<file path="src/rtl/tpm_pkg.sv">
// constants and types shared by the timer pwm block
package tpm_pkg;

    // ------------------------------------------------------------------
    // widths and count limits
    // ------------------------------------------------------------------
    localparam int         CNT_W       = 8;      // every counter half is one byte
    localparam logic [7:0] CNT_MAX     = 8'hFF;  // last count before the wrap
    localparam logic [7:0] CNT_ZERO    = 8'h00;  // wrap value, starts each pwm period
    localparam logic [7:0] CNT_ONE     = 8'h01;  // count step

    // ------------------------------------------------------------------
    // timer_control_b layout and reset value
    // ------------------------------------------------------------------
    localparam logic [7:0] TCB_RESET    = 8'h24;  // both prescale_sel fields at 100B
    localparam int         TCB_PWM1_BIT = 7;      // pwm1_enable
    localparam int         TCB_PWM0_BIT = 6;      // pwm0_enable
    localparam int         TCB_PSC1_LSB = 3;      // prescale_sel of timer 1, 3 bits
    localparam int         TCB_PSC0_LSB = 0;      // prescale_sel of timer 0, 3 bits
    localparam int         PSC_W        = 3;      // prescale_sel width

    // ------------------------------------------------------------------
    // timer_mode_reg layout
    // ------------------------------------------------------------------
    localparam int         TIMER_MODE_REG_GATE1_BIT = 7;    // gate of timer 1
    localparam int         TIMER_MODE_REG_CT1_BIT   = 6;    // counter_timer_select of timer 1
    localparam int         TIMER_MODE_REG_M1_LSB    = 4;    // mode bits of timer 1
    localparam int         TIMER_MODE_REG_GATE0_BIT = 3;    // gate of timer 0
    localparam int         TIMER_MODE_REG_CT0_BIT   = 2;    // counter_timer_select of timer 0
    localparam int         TIMER_MODE_REG_M0_LSB    = 0;    // mode bits of timer 0

    // ------------------------------------------------------------------
    // sub-mode codes
    // ------------------------------------------------------------------
    localparam logic [1:0] MODE_0 = 2'h0;  // log prescaler
    localparam logic [1:0] MODE_1 = 2'h1;  // linear prescaler / 16-bit reload
    localparam logic [1:0] MODE_2 = 2'h2;  // 8-bit auto reload, frequency generator
    localparam logic [1:0] MODE_3 = 2'h3;  // split / stopped

    // state of one timer
    typedef struct packed {
        logic [7:0] low;   // low_count
        logic [7:0] high;  // high_count
        logic [7:0] ocr;   // active_compare
        logic       pin;   // waveform level before pin gating
        logic       ovf;   // overflow event of the last step
    } tpm_timer_t;

endpackage

</file>
<file path="src/rtl/tpm_timer_pwm.sv">
// pwm extension of two 8-bit/16-bit timers: counters, compare outputs, flags
`timescale 1ns/10ps
module tpm_timer_pwm
    import tpm_pkg::*;
#(
    parameter int TPS_W = 4                           // width of timer_prescaler
) (
    input  wire logic             ref_clk_i,          // 20 MHz system clock
    input  wire logic             reset_n_i,          // synchronous, active low
    input  wire logic [7:0]       timer_mode_reg_i,   // gate, c/t and mode bits
    input  wire logic             timer_control_b_we_i,    // write strobe
    input  wire logic [7:0]       timer_control_b_wdata_i, // write data
    input  wire logic [TPS_W-1:0] timer_prescaler_i,  // shared divider value
    input  wire logic             run0_i,             // timer 0 run bit
    input  wire logic             run1_i,             // timer 1 run bit
    input  wire logic             ext_irq0_pin_i,     // gate input of timer 0
    input  wire logic             ext_irq1_pin_i,     // gate input of timer 1
    input  wire logic [7:0]       low_reload0_i,      // timer 0 low reload
    input  wire logic [7:0]       low_reload1_i,      // timer 1 low reload
    input  wire logic [7:0]       compare_hold0_i,    // timer 0 duty hold
    input  wire logic [7:0]       compare_hold1_i,    // timer 1 duty hold
    input  wire logic             overflow0_clr_i,    // clears overflow0
    input  wire logic             overflow1_clr_i,    // clears overflow1
    output logic                  timer0_pin_o,       // waveform on timer0_pin
    output logic                  timer0_pin_oe_o,    // high while pwm drives the pin
    output logic                  timer1_pin_o,       // waveform on timer1_pin
    output logic                  timer1_pin_oe_o,    // high while pwm drives the pin
    output logic                  overflow0_o,        // sticky overflow flag
    output logic                  overflow1_o,        // sticky overflow flag
    output logic                  baud_tick_o,        // one-cycle timer 1 overflow
    output logic [7:0]            timer_control_b_o,  // readback of timer_control_b
    output logic [7:0]            low_count0_o,       // counter state
    output logic [7:0]            high_count0_o,      // counter state
    output logic [7:0]            low_count1_o,       // counter state
    output logic [7:0]            high_count1_o       // counter state
);

    // ------------------------------------------------------------------
    // state
    // ------------------------------------------------------------------
    // the whole block state lives in one packed struct
    typedef struct packed {
        logic [7:0] tcb;      // timer_control_b
        logic [7:0] timer_prescaler;      // shared prescaler count
        tpm_timer_t t0;       // timer 0
        tpm_timer_t t1;       // timer 1
        logic [7:0] ocr_lo;   // active_compare of the split low channel
        logic       pin_lo;   // split low channel waveform
        logic       pin_hi;   // split high channel waveform
        logic       out0;     // gated pin 0 level
        logic       out1;     // gated pin 1 level
        logic       oe0;      // pin 0 enable
        logic       oe1;      // pin 1 enable
        logic       ovf0;     // overflow0 flag
        logic       ovf1;     // overflow1 flag
        logic       baud;     // baud tick pulse
    } tpm_state_t;

    tpm_state_t r;       // registered state
    tpm_state_t next_r;  // next state

    // ------------------------------------------------------------------
    // one timer step outside the split mode
    // ------------------------------------------------------------------
    function automatic tpm_timer_t tpm_step(
        input tpm_timer_t       cur,
        input logic [1:0]       mode,
        input logic             pwm,
        input logic             en,
        input logic [PSC_W-1:0] psc,
        input logic [7:0]       rl,
        input logic [7:0]       rh
    );
        tpm_timer_t  nx;     // result
        logic [7:0]  mask;   // active low_count bits
        logic        carry;  // low_count carries into high_count
        logic [16:0] wide;   // cascaded 16-bit sum
        nx     = cur;
        nx.ovf = 1'b0;
        mask   = CNT_MAX >> (3'h7 - psc);
        carry  = 1'b0;
        wide   = 17'h00000;
        if (en) begin
            unique case (mode)
                MODE_0: begin
                    nx.low = (cur.low + CNT_ONE) & mask;
                    carry  = ((cur.low & mask) == mask);
                end
                MODE_1: begin
                    if (pwm) begin
                        if (cur.low == CNT_MAX) begin
                            nx.low = rl;
                            carry  = 1'b1;
                        end else begin
                            nx.low = cur.low + CNT_ONE;
                        end
                    end else begin
                        // plain 16-bit auto reload from the hold pair
                        wide = {1'b0, cur.high, cur.low} + 17'h00001;
                        if (wide[16]) begin
                            nx.high = rh;
                            nx.low  = rl;
                            nx.ovf  = 1'b1;
                        end else begin
                            nx.high = wide[15:8];
                            nx.low  = wide[7:0];
                        end
                    end
                end
                MODE_2: begin
                    if (cur.low == CNT_MAX) begin
                        nx.low = cur.high;
                        nx.ovf = 1'b1;
                        if (pwm) begin
                            nx.pin = ~cur.pin;
                        end
                    end else begin
                        nx.low = cur.low + CNT_ONE;
                    end
                end
                MODE_3: begin
                    // handled by the caller, count holds here
                end
            endcase
            // high_count advances on the low carry
            if (carry) begin
                nx.high = cur.high + CNT_ONE;
                if (cur.high == CNT_MAX) begin
                    nx.ovf = 1'b1;
                end
            end
            if (pwm && carry && (mode == MODE_0 || mode == MODE_1)) begin
                if (nx.high == CNT_ZERO) begin
                    nx.ocr = rh;
                    nx.pin = (rh != CNT_ZERO);
                end else if (nx.high == cur.ocr) begin
                    nx.pin = 1'b0;
                end
            end
        end
        return nx;
    endfunction

    // ------------------------------------------------------------------
    // one 8-bit split channel, count in .high, compare in .ocr
    // ------------------------------------------------------------------
    function automatic tpm_timer_t tpm_chan(
        input tpm_timer_t cur,
        input logic       en,
        input logic [7:0] duty
    );
        tpm_timer_t nx;  // result
        nx     = cur;
        nx.ovf = 1'b0;
        if (en) begin
            nx.high = cur.high + CNT_ONE;
            if (cur.high == CNT_MAX) begin
                nx.ovf = 1'b1;
                nx.ocr = duty;
                // high at wrap unless zero duty
                nx.pin = (duty != CNT_ZERO);
            end else if (nx.high == cur.ocr) begin
                nx.pin = 1'b0;
            end
        end
        return nx;
    endfunction

    // ------------------------------------------------------------------
    // next-state logic
    // ------------------------------------------------------------------
    // a single combinational process computes the whole next state
    always_comb begin
        logic       tick;     // prescaled count enable
        logic       en0;      // timer 0 counting allowed
        logic       en1;      // timer 1 counting allowed
        logic       split;    // timer 0 in sub-mode 3
        logic [1:0] mode0;    // timer 0 mode bits
        logic [1:0] mode1;    // timer 1 mode bits
        logic       ev0;      // overflow0 event
        logic       ev1;      // overflow1 event
        tpm_timer_t lo;       // split low channel
        tpm_timer_t hi;       // split high channel
        tick   = 1'b0;
        en0    = 1'b0;
        en1    = 1'b0;
        split  = 1'b0;
        mode0  = timer_mode_reg_i[TIMER_MODE_REG_M0_LSB +: 2];
        mode1  = timer_mode_reg_i[TIMER_MODE_REG_M1_LSB +: 2];
        ev0    = 1'b0;
        ev1    = 1'b0;
        lo     = '0;
        hi     = '0;
        next_r = r;

        // control register write, software view of pwm enables
        if (timer_control_b_we_i) begin
            next_r.tcb = timer_control_b_wdata_i;
        end

        // shared prescaler
        // compare with >= so that lowering the divider mid-count cannot
        // send the count the long way round through 8'hFF
        tick = (r.timer_prescaler >= 8'(timer_prescaler_i));
        next_r.timer_prescaler = tick ? CNT_ZERO : (r.timer_prescaler + CNT_ONE);

        en0 = run0_i & (~timer_mode_reg_i[TIMER_MODE_REG_GATE0_BIT] | ext_irq0_pin_i);
        en1 = run1_i & (~timer_mode_reg_i[TIMER_MODE_REG_GATE1_BIT] | ext_irq1_pin_i);
        split = (mode0 == MODE_3);

        // timer 1 first: the split clears its pwm enable, which changes its count in sub-mode 1
        if (mode1 == MODE_3) begin
            // frozen as if run1 were clear
            next_r.t1     = r.t1;
            next_r.t1.ovf = 1'b0;
        end else begin
            // keeps counting for the baud tick during split
            next_r.t1 = tpm_step(r.t1, mode1, r.tcb[TCB_PWM1_BIT] & ~split,
                                 tick & en1, r.tcb[TCB_PSC1_LSB +: PSC_W],
                                 low_reload1_i, compare_hold1_i);
        end

        if (split) begin
            lo      = r.t0;
            lo.high = r.t0.low;
            lo.ocr  = r.ocr_lo;
            lo.pin  = r.pin_lo;
            hi      = r.t0;
            hi.pin  = r.pin_hi;
            // low half on timer 0 controls, high half on run1 only
            lo = tpm_chan(lo, tick & en0, low_reload0_i);
            hi = tpm_chan(hi, tick & run1_i, compare_hold0_i);
            next_r.t0.low  = lo.high;
            next_r.ocr_lo  = lo.ocr;
            next_r.pin_lo  = lo.pin;
            next_r.t0.high = hi.high;
            next_r.t0.ocr  = hi.ocr;
            next_r.pin_hi  = hi.pin;
            next_r.t0.ovf  = lo.ovf;
            ev0 = lo.ovf;
            // the high half owns overflow1 while timer 0 is split
            ev1 = hi.ovf;
        end else begin
            next_r.t0 = tpm_step(r.t0, mode0, r.tcb[TCB_PWM0_BIT], tick & en0,
                                 r.tcb[TCB_PSC0_LSB +: PSC_W],
                                 low_reload0_i, compare_hold0_i);
            ev0 = next_r.t0.ovf;
            ev1 = next_r.t1.ovf;
        end

        // sticky flags, a set beats a same-cycle clear
        next_r.ovf0 = ev0 | (r.ovf0 & ~overflow0_clr_i);
        next_r.ovf1 = ev1 | (r.ovf1 & ~overflow1_clr_i);
        // baud tick needs no interrupt, follows timer 1 overflow
        next_r.baud = next_r.t1.ovf;

        // pin driven as output, count input not sampled
        next_r.oe0  = r.tcb[TCB_PWM0_BIT];
        next_r.oe1  = r.tcb[TCB_PWM1_BIT];
        next_r.out0 = r.tcb[TCB_PWM0_BIT] & (split ? next_r.pin_lo : next_r.t0.pin);
        next_r.out1 = r.tcb[TCB_PWM1_BIT] & (split ? next_r.pin_hi : next_r.t1.pin);
    end

    // ------------------------------------------------------------------
    // state register
    // ------------------------------------------------------------------
    // reset clears every counter; only timer_control_b has a nonzero value
    always_ff @(posedge ref_clk_i) begin
        if (!reset_n_i) begin
            r     <= '0;
            r.tcb <= TCB_RESET;
        end else begin
            r <= next_r;
        end
    end

    // ------------------------------------------------------------------
    // outputs, all straight from the state register
    // ------------------------------------------------------------------
    assign timer0_pin_o      = r.out0;
    assign timer0_pin_oe_o   = r.oe0;
    assign timer1_pin_o      = r.out1;
    assign timer1_pin_oe_o   = r.oe1;
    assign overflow0_o       = r.ovf0;
    assign overflow1_o       = r.ovf1;
    assign baud_tick_o       = r.baud;
    assign timer_control_b_o = r.tcb;
    assign low_count0_o      = r.t0.low;
    assign high_count0_o     = r.t0.high;
    assign low_count1_o      = r.t1.low;
    assign high_count1_o     = r.t1.high;

endmodule // tpm_timer_pwm

</file>
<file path="config.mk">
export PLATFORM = sky130hd
export DESIGN_NAME = tpm_timer_pwm
export DESIGN_NICKNAME = d
export VERILOG_FILES = /design/src/rtl/tpm_pkg.sv /design/src/rtl/tpm_timer_pwm.sv
export SDC_FILE = /design/constraint.sdc
export NUM_CORES = 1
export LEC_CHECK = 0
export BUFFER_PORTS_ARGS = -buffer_cell sky130_fd_sc_hd__buf_2
export CORE_ASPECT_RATIO = 1.25
export CORE_MARGIN = 2
export CORE_UTILIZATION = 30
export DETAILED_ROUTE_END_ITERATION = 10
export PLACE_DENSITY_LB_ADDON = 0.25
export SYNTH_ARGS = -nofsm -noshare
export SYNTH_HDL_FRONTEND = slang
export SYNTH_SLANG_ARGS = --single-unit
</file>
<file path="constraint.sdc">
create_clock -name ref_clk_i -period 3.3 [get_ports ref_clk_i]
set_clock_uncertainty 0.05 [all_clocks]
set_input_delay 0.495 -clock ref_clk_i [delete_from_list [all_inputs] [get_ports ref_clk_i]]
set_output_delay 0.495 -clock ref_clk_i [all_outputs]
set_load 0.02 [all_outputs]
</file>
# Word-level counts from Yosys, hierarchy flattened

Cells that the tools add are included.
W data, S select, Z words.

Output and inout port bits: 47
Register bits after elaboration: 83
Logic and storage cells: 175

Mux-type cells: 72
Add/subtract/negate cells: 9
Magnitude comparators: 1
Eq/ne operators: 18
Shifts and indexed selects: 2
Bitwise logic cells: 27
Reduce and logical (&&, ||, !) cells: 26

Operators by type and width:

| cell                    | number |
|---|---|
| $mux W8                 | 19 |
| $eq A8 B8 Y1            | 6 |
| $pmux W8 S3             | 2 |
| $add A8 B1 Y8 const B   | 5 |
| $mux W18                | 2 |
| $mux W1                 | 35 |
| $add A16 B1 Y17 const B | 2 |
| $and A8 B8 Y8           | 4 |
| $eq A8 B8 Y1 const B    | 4 |
| $mux W16                | 2 |
| $mux W26                | 1 |
| $mux W24                | 1 |
| $reduce_bool A8 Y1      | 3 |
| $logic_not A8 Y1        | 2 |
| $shr A8 B3 Y8 const A   | 2 |
| $and A1 B1 Y1           | 10 |
| $mux W2                 | 5 |
| $mux W9                 | 1 |
| $not A1 Y1              | 9 |
| $eq A2 B2 Y1 const B    | 4 |
| $ge A8 B4 Y1            | 1 |
| $pmux W1 S2             | 4 |
| $reduce_and A2 Y1       | 3 |
| $reduce_and A3 Y1       | 2 |
| other kinds (13)        | 26 |

# Logic depth before layout (Yosys ltp)

Gate-level depths: netlist (run 1).

Word-level depth: 18
Mapped depth: 15
Gate-level depth less buffers: 12

# Worst setup path before layout (run 1)

No wires, ideal clock.

Kind: in2reg
From: input timer_mode_reg_i[1]
To: register r, in the netlist timer0_pin_o
Data arrival time: 2.893 ns
Stages on the path: 14
Slack: 0.224 ns
Library setup time: 0.133 ns
Data required time: 3.117 ns
Path through: inv_1 > ha_1 > clkbuf_1 > nor2b_1 > clkbuf_1 > nand3_1 > o221a_2 > a221oi_1 > mux2i_1 > xor2_1 > a21oi_1 > nand4_1 > a221oi_1 > nor4bb_1

Longest elaborated chain between the ends: 15
Elaborated cells on any way between the ends: 25
Classes of those cells: eq/ne: 4; mux: 15; bitwise: 1; reduce/logical: 5

RTL lines:

| what                                             | RTL line                                  | text |
|---|---|---|
| from (decl)                                      | tpm_timer_pwm.sv:10                       | `input wire logic [7:0] timer_mode_reg_i,` |
| $eq A2 B1 Y1 or $logic_not A2 Y1 (tied branches) | tpm_timer_pwm.sv:84, tpm_timer_pwm.sv:132 |  |
| $pmux W1 S2                                      | tpm_timer_pwm.sv:84                       | `unique case (mode)` |
| $mux W1                                          | tpm_timer_pwm.sv:83                       | `if (en) begin` |
| $mux W1                                          | tpm_timer_pwm.sv:223                      | `if (split) begin` |
| $mux W8                                          | tpm_timer_pwm.sv:126                      | `if (carry) begin` |
| $mux W8                                          | tpm_timer_pwm.sv:83                       |  |
| $mux W8                                          | tpm_timer_pwm.sv:223                      |  |
| $eq A8 B8 Y1                                     | tpm_timer_pwm.sv:136                      | `end else if (nx.high == cur.ocr) begin` |
| $mux W1                                          | tpm_timer_pwm.sv:136                      |  |
| $mux W1                                          | tpm_timer_pwm.sv:133                      | `if (nx.high == CNT_ZERO) begin` |
| $mux W9                                          | tpm_timer_pwm.sv:132                      | `if (pwm && carry && (mode == MODE_0 \|\| mode == MODE_1)) begin` |
| $mux W26                                         | tpm_timer_pwm.sv:83                       |  |
| $mux W1                                          | tpm_timer_pwm.sv:223                      |  |
| $mux W1 *                                        | tpm_timer_pwm.sv:260                      | `next_r.out0 = r.tcb[TCB_PWM0_BIT] & (split ? next_r.pin_lo : next_r.t0.pin);` |
| $and A1 B1 Y1 *                                  | tpm_timer_pwm.sv:260                      |  |
| to (signal assigned)                             | tpm_timer_pwm.sv:273                      | `r <= next_r;` |
| to (decl)                                        | tpm_timer_pwm.sv:59                       | `tpm_state_t r;` |

Mark *: on every way between the ends. The rest lies on a longest branch, timed or not. The select of a mux whose other input is x is not followed.
A chain may end at the register's enable or synchronous reset.

# Final worst setup path (run 1)

From: register r, in the netlist low_count1_o[1]
To: register r, in the netlist timer1_pin_o

Longest elaborated chain between the ends: 17
Elaborated cells on any way between the ends: 28
Classes of those cells: add/sub: 1; eq/ne: 3; mux: 19; bitwise: 2; reduce/logical: 3

RTL lines:

| what                                                                     | RTL line             | text |
|---|---|---|
| parallel branches: the longest is 12 deep, another holds $add A16 B1 Y17 | -                    |  |
| $mux W1 *                                                                | tpm_timer_pwm.sv:132 |  |
| $mux W2 *                                                                | tpm_timer_pwm.sv:83  |  |
| $mux W2 *                                                                | tpm_timer_pwm.sv:212 | `if (mode1 == MODE_3) begin` |
| $mux W1 *                                                                | tpm_timer_pwm.sv:261 | `next_r.out1 = r.tcb[TCB_PWM1_BIT] & (split ? next_r.pin_hi : next_r.t1.pin);` |
| $and A1 B1 Y1 *                                                          | tpm_timer_pwm.sv:261 |  |

Every way passes the cells marked *. The select of a mux whose other input is x is not followed.

==> qor.yml, run 1 <==
rsz0062_at_grt: "false"
syn_to_final_growth_pct: 19.8
p_per_area_nw_per_um2: 342
cp_max_fo: 6
grt_antenna_before_repair: 0
timing_hold_violations_final: 0
die_w_um: 139
numCtsBuffers: 9
io_buffer_count: 105
cts_tree: "done"
post-place-ws_ns: -0.0601
maxSlewViolCount: 0
ant_nets: 0
cts_resized: 0
max-cap-violations: 0
ys_warn_count: 0
yosys-top-cells-area: "dfxtp_1 (24%), buf_4 (4.5%), nand2_1 (4.1%)"
stdcell_area_um2: 8200
clkTransAtPathRegs_ns: 0.07
initial_utilization_pct: 30.6
nNetsFinal: 1074
post_drt_wl_per_cell_um: 18.3
drt-initial-drc-count: 471
clk_path_buf_depth: 2
dieHeight_um: 173
postCtsHoldBufs: 0
clkLatencyLatePin_ns: 0.36
required_ns: 3.54
synthFlopType: "dfxtp_1"
setup_slack_ns: 0.192
finalSetupViolations: 0
slew_headroom_pct: 49.2
die_area_um2: 24000
cts_setup_buffers: 0
instances_no_fill: 1284
synthCells: 878
worstSetupEndpointType: "register"
antenna_cells: 0
grt_overflow_total: 0
yosysSeqAreaShare_pct: 24.3
grt_max_degree: 44
setup_tns_ns: 0
drc_errors: 0
via_per_inst: 5.47
fmax_mhz: 322
place_hpwl_um: 18200
finalCriticalPeriod_ns: 3.11
crit_buf_inv: 1
crit_chain: "ha_1 > nand3_2 > or4_1 > a2111oi_0 > a211oi_2 > buf_4 > xor2_1 > a41o_2 > nor3_1 > o21a_1"
avgSynthCellArea_um2: 7.80
ir_worst_vdd_mv: 0.274
p_leak_nw: 3.48
period_share_pct: 94.2
tightest_slew_ns: 0.758
std_cell_rows: 61
final_common_cell: "buf_2"
worst_setup_path_start_kind: "register"
cp_slowest_cell: "or4_1"
track_usage_pct: 19.2
drive_above_1_share_pct: 25.8
ys_ff_latch: 83
critPathArrivalTime_ns: 3.35
synth_enable_flop_cells: 0
cts.sinks: 83
dp.cells: 1268
syn_area_um2: 6840
status: "finished clean"
detailedRoute.firstPassIterationCount: 5
wirelength_um: 23500
most-common-layout-cells: "buf_2 (105), buf_4 (96), dfxtp_1 (81)"
grt_pass1_wl_um: 37100
design.portCount: 108
hp-class: "in -> reg"
cts_htree_levels: 3
core_area_um2: 22400
cp_slowest_stage_delay_ns: 0.67
root_buffer: "clkbuf_16"
gp_congestion: 0.933
yosys.area.top_type: "dfxtp_1"
synthArstFlopShare_pct: 0
timing.hold.ws_ns: 0.310
grt_pass1_vias: 6805
filler_cell_count: 2397
ys_types: 83
placed_area_um2: 7830
crit_type: "reg -> reg"
vias: 7019
synthDominantCellAreaShare_pct: 24.3
crit_family: "compound AO/OA/AOI/OAI gates"
-- per-stage QoR --
| stage | power, W | util [%] |
|---|---|---|
| finish | 0.00280 | 36.7 |
| global route | 0.00293 | 36.7 |
| CTS | 0.00283 | 36.5 |
| detailed placement | 0.00161 | 35.0 |
| global placement | 0.00161 | 35.0 |
| floorplan | 0.00142 | - |
-- cell families (layout without fill, tap and decap cells) --
| group | Yosys count | after routing | share of synthesized area, % |
|---|---|---|---|
| AO/OA/AOI/OAI | 258 | 258 | 26.3 |
| XOR/XNOR | 49 | 49 | 6.27 |
| adder cells (fa/ha/maj) | 17 | 17 | 3.11 |
| buffers and inverters | 120 | 241 | 10.6 |
| flip-flops | 83 | 83 | 24.3 |
| multiplexers | 26 | 26 | 3.80 |
| other | 1 | 3 | 0.0548 |
| AND/OR/NAND/NOR | 324 | 324 | 25.5 |
-- routing by layer --
layer | track usage (%) | routed length, µm | vias to the layer above
li1 | - | - | 3416
met1 | 23.2 | 9750 | 3332
met2 | 34.2 | 11900 | 233
met3 | 3.35 | 1300 | 38
met4 | 6.52 | 548 | 0
met5 | 0 | 0 | -
-- power by group --
part / total [W] / internal [W] / switching [W]
combinational: 0.000528 / 0.000211 / 0.000317
sequential: 0.00106 / 0.00103 / 0.0000343
clock: 0.00121 / 0.000743 / 0.000469
-- synthesized netlist by cell type, types with 11 or more instances --
master	count
a221oi_1	11
xor2_1	24
ha_1	17
mux2i_1	26
dfxtp_1	83
nand2_1	74
xnor2_1	25
buf_4	41
nand3_1	39
a22o_1	11
a21oi_1	54
nor3_1	17
inv_1	22
and3_1	16
clkbuf_1	37
o211a_1	14
o21ai_0	50
nand4_1	14
a22oi_1	11
nor2_1	57
nor2b_1	31
-- cell type report --
cell class | instances | area (µm²) | area share (%)
multi-input combinational | 677 | 4490 | 54.8
tap | 283 | 354 | 4.32
timing repair buffer | 202 | 1270 | 15.4
inverter | 23 | 86.3 | 1.05
sequential | 83 | 1660 | 20.3
clock inverter | 6 | 111 | 1.36
clock buffer | 10 | 229 | 2.79
-- flip-flops by register name, indices dropped and copies added, names as in the netlist, 8 cells and up --
| signal | flops |
|---|---|
| high_count0_o | 8 |
| high_count1_o | 8 |
| r | 36 |
| timer_control_b_o | 8 |
| low_count0_o | 8 |
| low_count1_o | 8 |
-- final timing paths --
check                                from                           endpoint  slack (ns)  depth (start not counted)
max reg2reg  low_count1_o[1]$_SDFFE_PN0P_            timer1_pin_o$_SDFF_PN0_        0.19                         10
min reg2reg              r[69]$_SDFF_PP0_                   r[69]$_SDFF_PP0_        0.42                          1
max          low_count1_o[1]$_SDFFE_PN0P_            timer1_pin_o$_SDFF_PN0_        0.19                         10
min            timer_control_b_wdata_i[2]  timer_control_b_o[2]$_SDFFE_PN1P_        0.31                          3
-- worst register-to-register path, cell delays in order (launching register included) --
cell and delay (ns):
dfxtp_1 0.34, ha_1 0.26, nand3_2 0.11, or4_1 0.67
a2111oi_0 0.59, a211oi_2 0.14, buf_4 0.18, xor2_1 0.14
a41o_2 0.25, nor3_1 0.19, o21a_1 0.13
(Power assumes the default switching activity.)
==> inputs of run 2 (changes only) <==
--- a/config.mk
+++ b/config.mk
@@ -8,7 +8,7 @@
 export BUFFER_PORTS_ARGS = -buffer_cell sky130_fd_sc_hd__buf_2
 export CORE_ASPECT_RATIO = 1.25
 export CORE_MARGIN = 2
-export CORE_UTILIZATION = 30
+export CORE_UTILIZATION = 58
 export DETAILED_ROUTE_END_ITERATION = 10
 export PLACE_DENSITY_LB_ADDON = 0.25
 export SYNTH_ARGS = -nofsm -noshare
==> run 2 against run 1 <==
  * Final cell count fell by 13%
  * First-iteration DRC count fell by 16%
  * Fmax rose by 2.2%
  * Worst setup slack improved by 0.068 ns
  * Critical path depth rose by 2
  * Critical path type unchanged
  * Highest routed layer unchanged
==> qor.yml, run 2 (synthesis gave the netlist of run 1 again) <==
grt_max_degree: 40  # -9.1%
design.portCount: 108  # unchanged
clk_path_buf_depth: 2  # unchanged
tightest_slew_ns: 0.732  # -0.0265 ns
status: "finished clean"
vias: 7106  # +1.2%
cts_tree: "done"
setup_tns_ns: 0  # unchanged
top_register: "r"
maxSlewViolCount: 0  # unchanged
period_share_pct: 92.1  # -2.1 points
std_cell_rows: 44  # -28%
grt_antenna_before_repair: 0  # unchanged
die_w_um: 101  # -27%
numCtsBuffers: 9  # unchanged
finalSetupViolations: 0  # unchanged
ant_nets: 0  # unchanged
hp-start: "timer_control_b_wdata_i[5]"
grt_overflow_total: 0  # unchanged
hold_end: "timer_control_b_o[5]$_SDFFE_PN1P_"
rr_worst_depth: 12  # +2
dp.cells: 1105  # -13%
largest_reg_flops: 36  # unchanged
worst_setup_path_start_kind: "register"
dieHeight_um: 125  # -27%
cts_htree_levels: 3  # unchanged
placed_area_um2: 7520  # -4.0%
gp_congestion: 0.991  # +6.3%
worstSetupEndpointType: "register"
final_common_cell: "buf_2"
place_hpwl_um: 15600  # -14%
r2r_end: "timer0_pin_o$_SDFF_PN0_"
finalCriticalPeriod_ns: 3.04  # -0.0680 ns
slew_headroom_pct: 50.9  # +1.6 points
grt_pass1_vias: 6530  # -4.0%
drc_errors: 0  # unchanged
core_area_um2: 11600  # -48%
p_per_area_nw_per_um2: 338  # -1.1%
cp_slowest_cell: "nor4_1"
cts.sinks: 83  # unchanged
via_per_inst: 6.34  # +16%
instances_no_fill: 1120  # -13%
cp_slowest_stage_delay_ns: 0.41  # -0.26 ns
r2r_slack_ns: 0.26  # +0.07 ns
timing.rr.start: "high_count0_o[0]$_SDFFE_PN0P_"
detailedRoute.firstPassIterationCount: 8  # +3
post_drt_wl_per_cell_um: 18.2  # -0.48%
max-cap-violations: 0  # unchanged
fmax_mhz: 329  # +2.2%
grt_pass1_wl_um: 32700  # -12%
stdcell_area_um2: 7860  # -4.1%
worstHoldPathCells: 3  # unchanged
io_buffer_count: 105  # unchanged
hp-class: "in -> reg"
root_buffer: "clkbuf_16"
worst_path_most_repeated_cell: "nand4_1"
wirelength_um: 20400  # -13%
track_usage_pct: 32.1  # +13 points
nNetsFinal: 1056  # -1.7%
ir_worst_vdd_mv: 0.236  # -14%
crit_chain: "ha_1 > nand4_1 > nor4_1 > o21ai_0 > a32oi_1 > o32ai_1 > buf_4 > xor2_1 > nor4b_1 > nand4_1 > a221oi_1 > nor4bb_1"
cp_max_fo: 4  # -2
drt-initial-drc-count: 397  # -16%
clkTransAtPathRegs_ns: 0.06  # about the same
die_area_um2: 12700  # -47%
syn_to_final_growth_pct: 14.9
p_leak_nw: 3.39  # -2.7%
initial_utilization_pct: 59.2  # +29 points
critPathArrivalTime_ns: 3.21  # -0.14 ns
clkLatencyLatePin_ns: 0.34  # -0.02 ns
rsz0062_at_grt: "false"
drive_above_1_share_pct: 24.2  # -1.5 points
crit_type: "reg -> reg"
required_ns: 3.47  # -0.07 ns
most-common-layout-cells: "buf_2 (105), dfxtp_1 (83), buf_4 (78)"
timing_hold_violations_final: 0  # unchanged
antenna_cells: 0  # unchanged
==> run 2: changes by cell type in the layout (fill, tap and decap cells not counted), sizes merged <==
cell      delta
buf         -18
clkbuf       -1
clkinvlp     -1
inv          -1
bufinv       -1
clkinv       +3
==> run 2: critical path, delay by kind of cell, from the launching register on <==
family / cells / cell delay (ns)
simple gates: 5 / 1.20
flops: 1 / 0.34
xor+xnor: 1 / 0.14
compound gates: 4 / 0.82
buf+inv: 1 / 0.16
fa+ha+maj: 1 / 0.20
==> run 2: power by group <==
part / switching, W / internal, W
registers: 0.0000365 / 0.00103
clock network: 0.000426 / 0.000661
logic: 0.000303 / 0.000200
total: 0.000766 / 0.00189
==> run 2: cell type report <==
class,count,area (µm²)
Clock buffer,9,225
Fill cell,1016,3700
Clock inverter,6,91.3
Timing Repair Buffer,184,1130
Tap cell,138,173
Multi-Input combinational cell,677,4490
Sequential cell,83,1660
Inverter,23,86.3
==> run 2: timing repair <==
| item | CTS | global route |
|---|---|---|
| setup endpoints to repair | 0 | 18 |
| gates resized for setup | 0 | 6 |
| hold buffers | 0 | 0 |
| buffers inserted | 0 | 0 |
==> run 2: through the flow <==
stage | power [W] | utilization [%] | hold WS (ns) | worst slack, ns
floorplan | 0.00142 | - | 0.380 | 0.224
global placement | 0.00157 | 65.0 | 0.410 | 0.0333
global route | 0.00275 | 68.0 | 0.333 | 0.0265
finish | 0.00266 | 68.0 | 0.317 | 0.260
CTS | 0.00266 | 67.7 | 0.314 | 0.225
detailed placement | 0.00158 | 65.0 | 0.421 | 0.0109
==> run 2: worst max path at each step <==
stage                               to                          start  cells past startpoint
6_report       timer0_pin_o$_SDFF_PN0_  high_count0_o[0]$_SDFFE_PN0P_                     12
5_1_grt        timer0_pin_o$_SDFF_PN0_  high_count0_o[0]$_SDFFE_PN0P_                     12
4_1_cts             r[21]$_SDFFE_PN0P_   low_count1_o[0]$_SDFFE_PN0P_                     12
3_5_place_dp        r[52]$_SDFFE_PN0P_            timer_mode_reg_i[0]                     12
3_3_place_gp        r[49]$_SDFFE_PN0P_            timer_mode_reg_i[0]                     12
2_1_floorplan  timer0_pin_o$_SDFF_PN0_            timer_mode_reg_i[1]                     14
==> run 2: routing by layer <==
metal  vias up  part of all wire [%]  GRT usage (%)
li1       3393                     -              -
met1      3299                    39           39.5
met2       342                    49           54.0
met3        72                   7.7           4.64
met4         0                   4.6           15.7
met5         -                     0              0
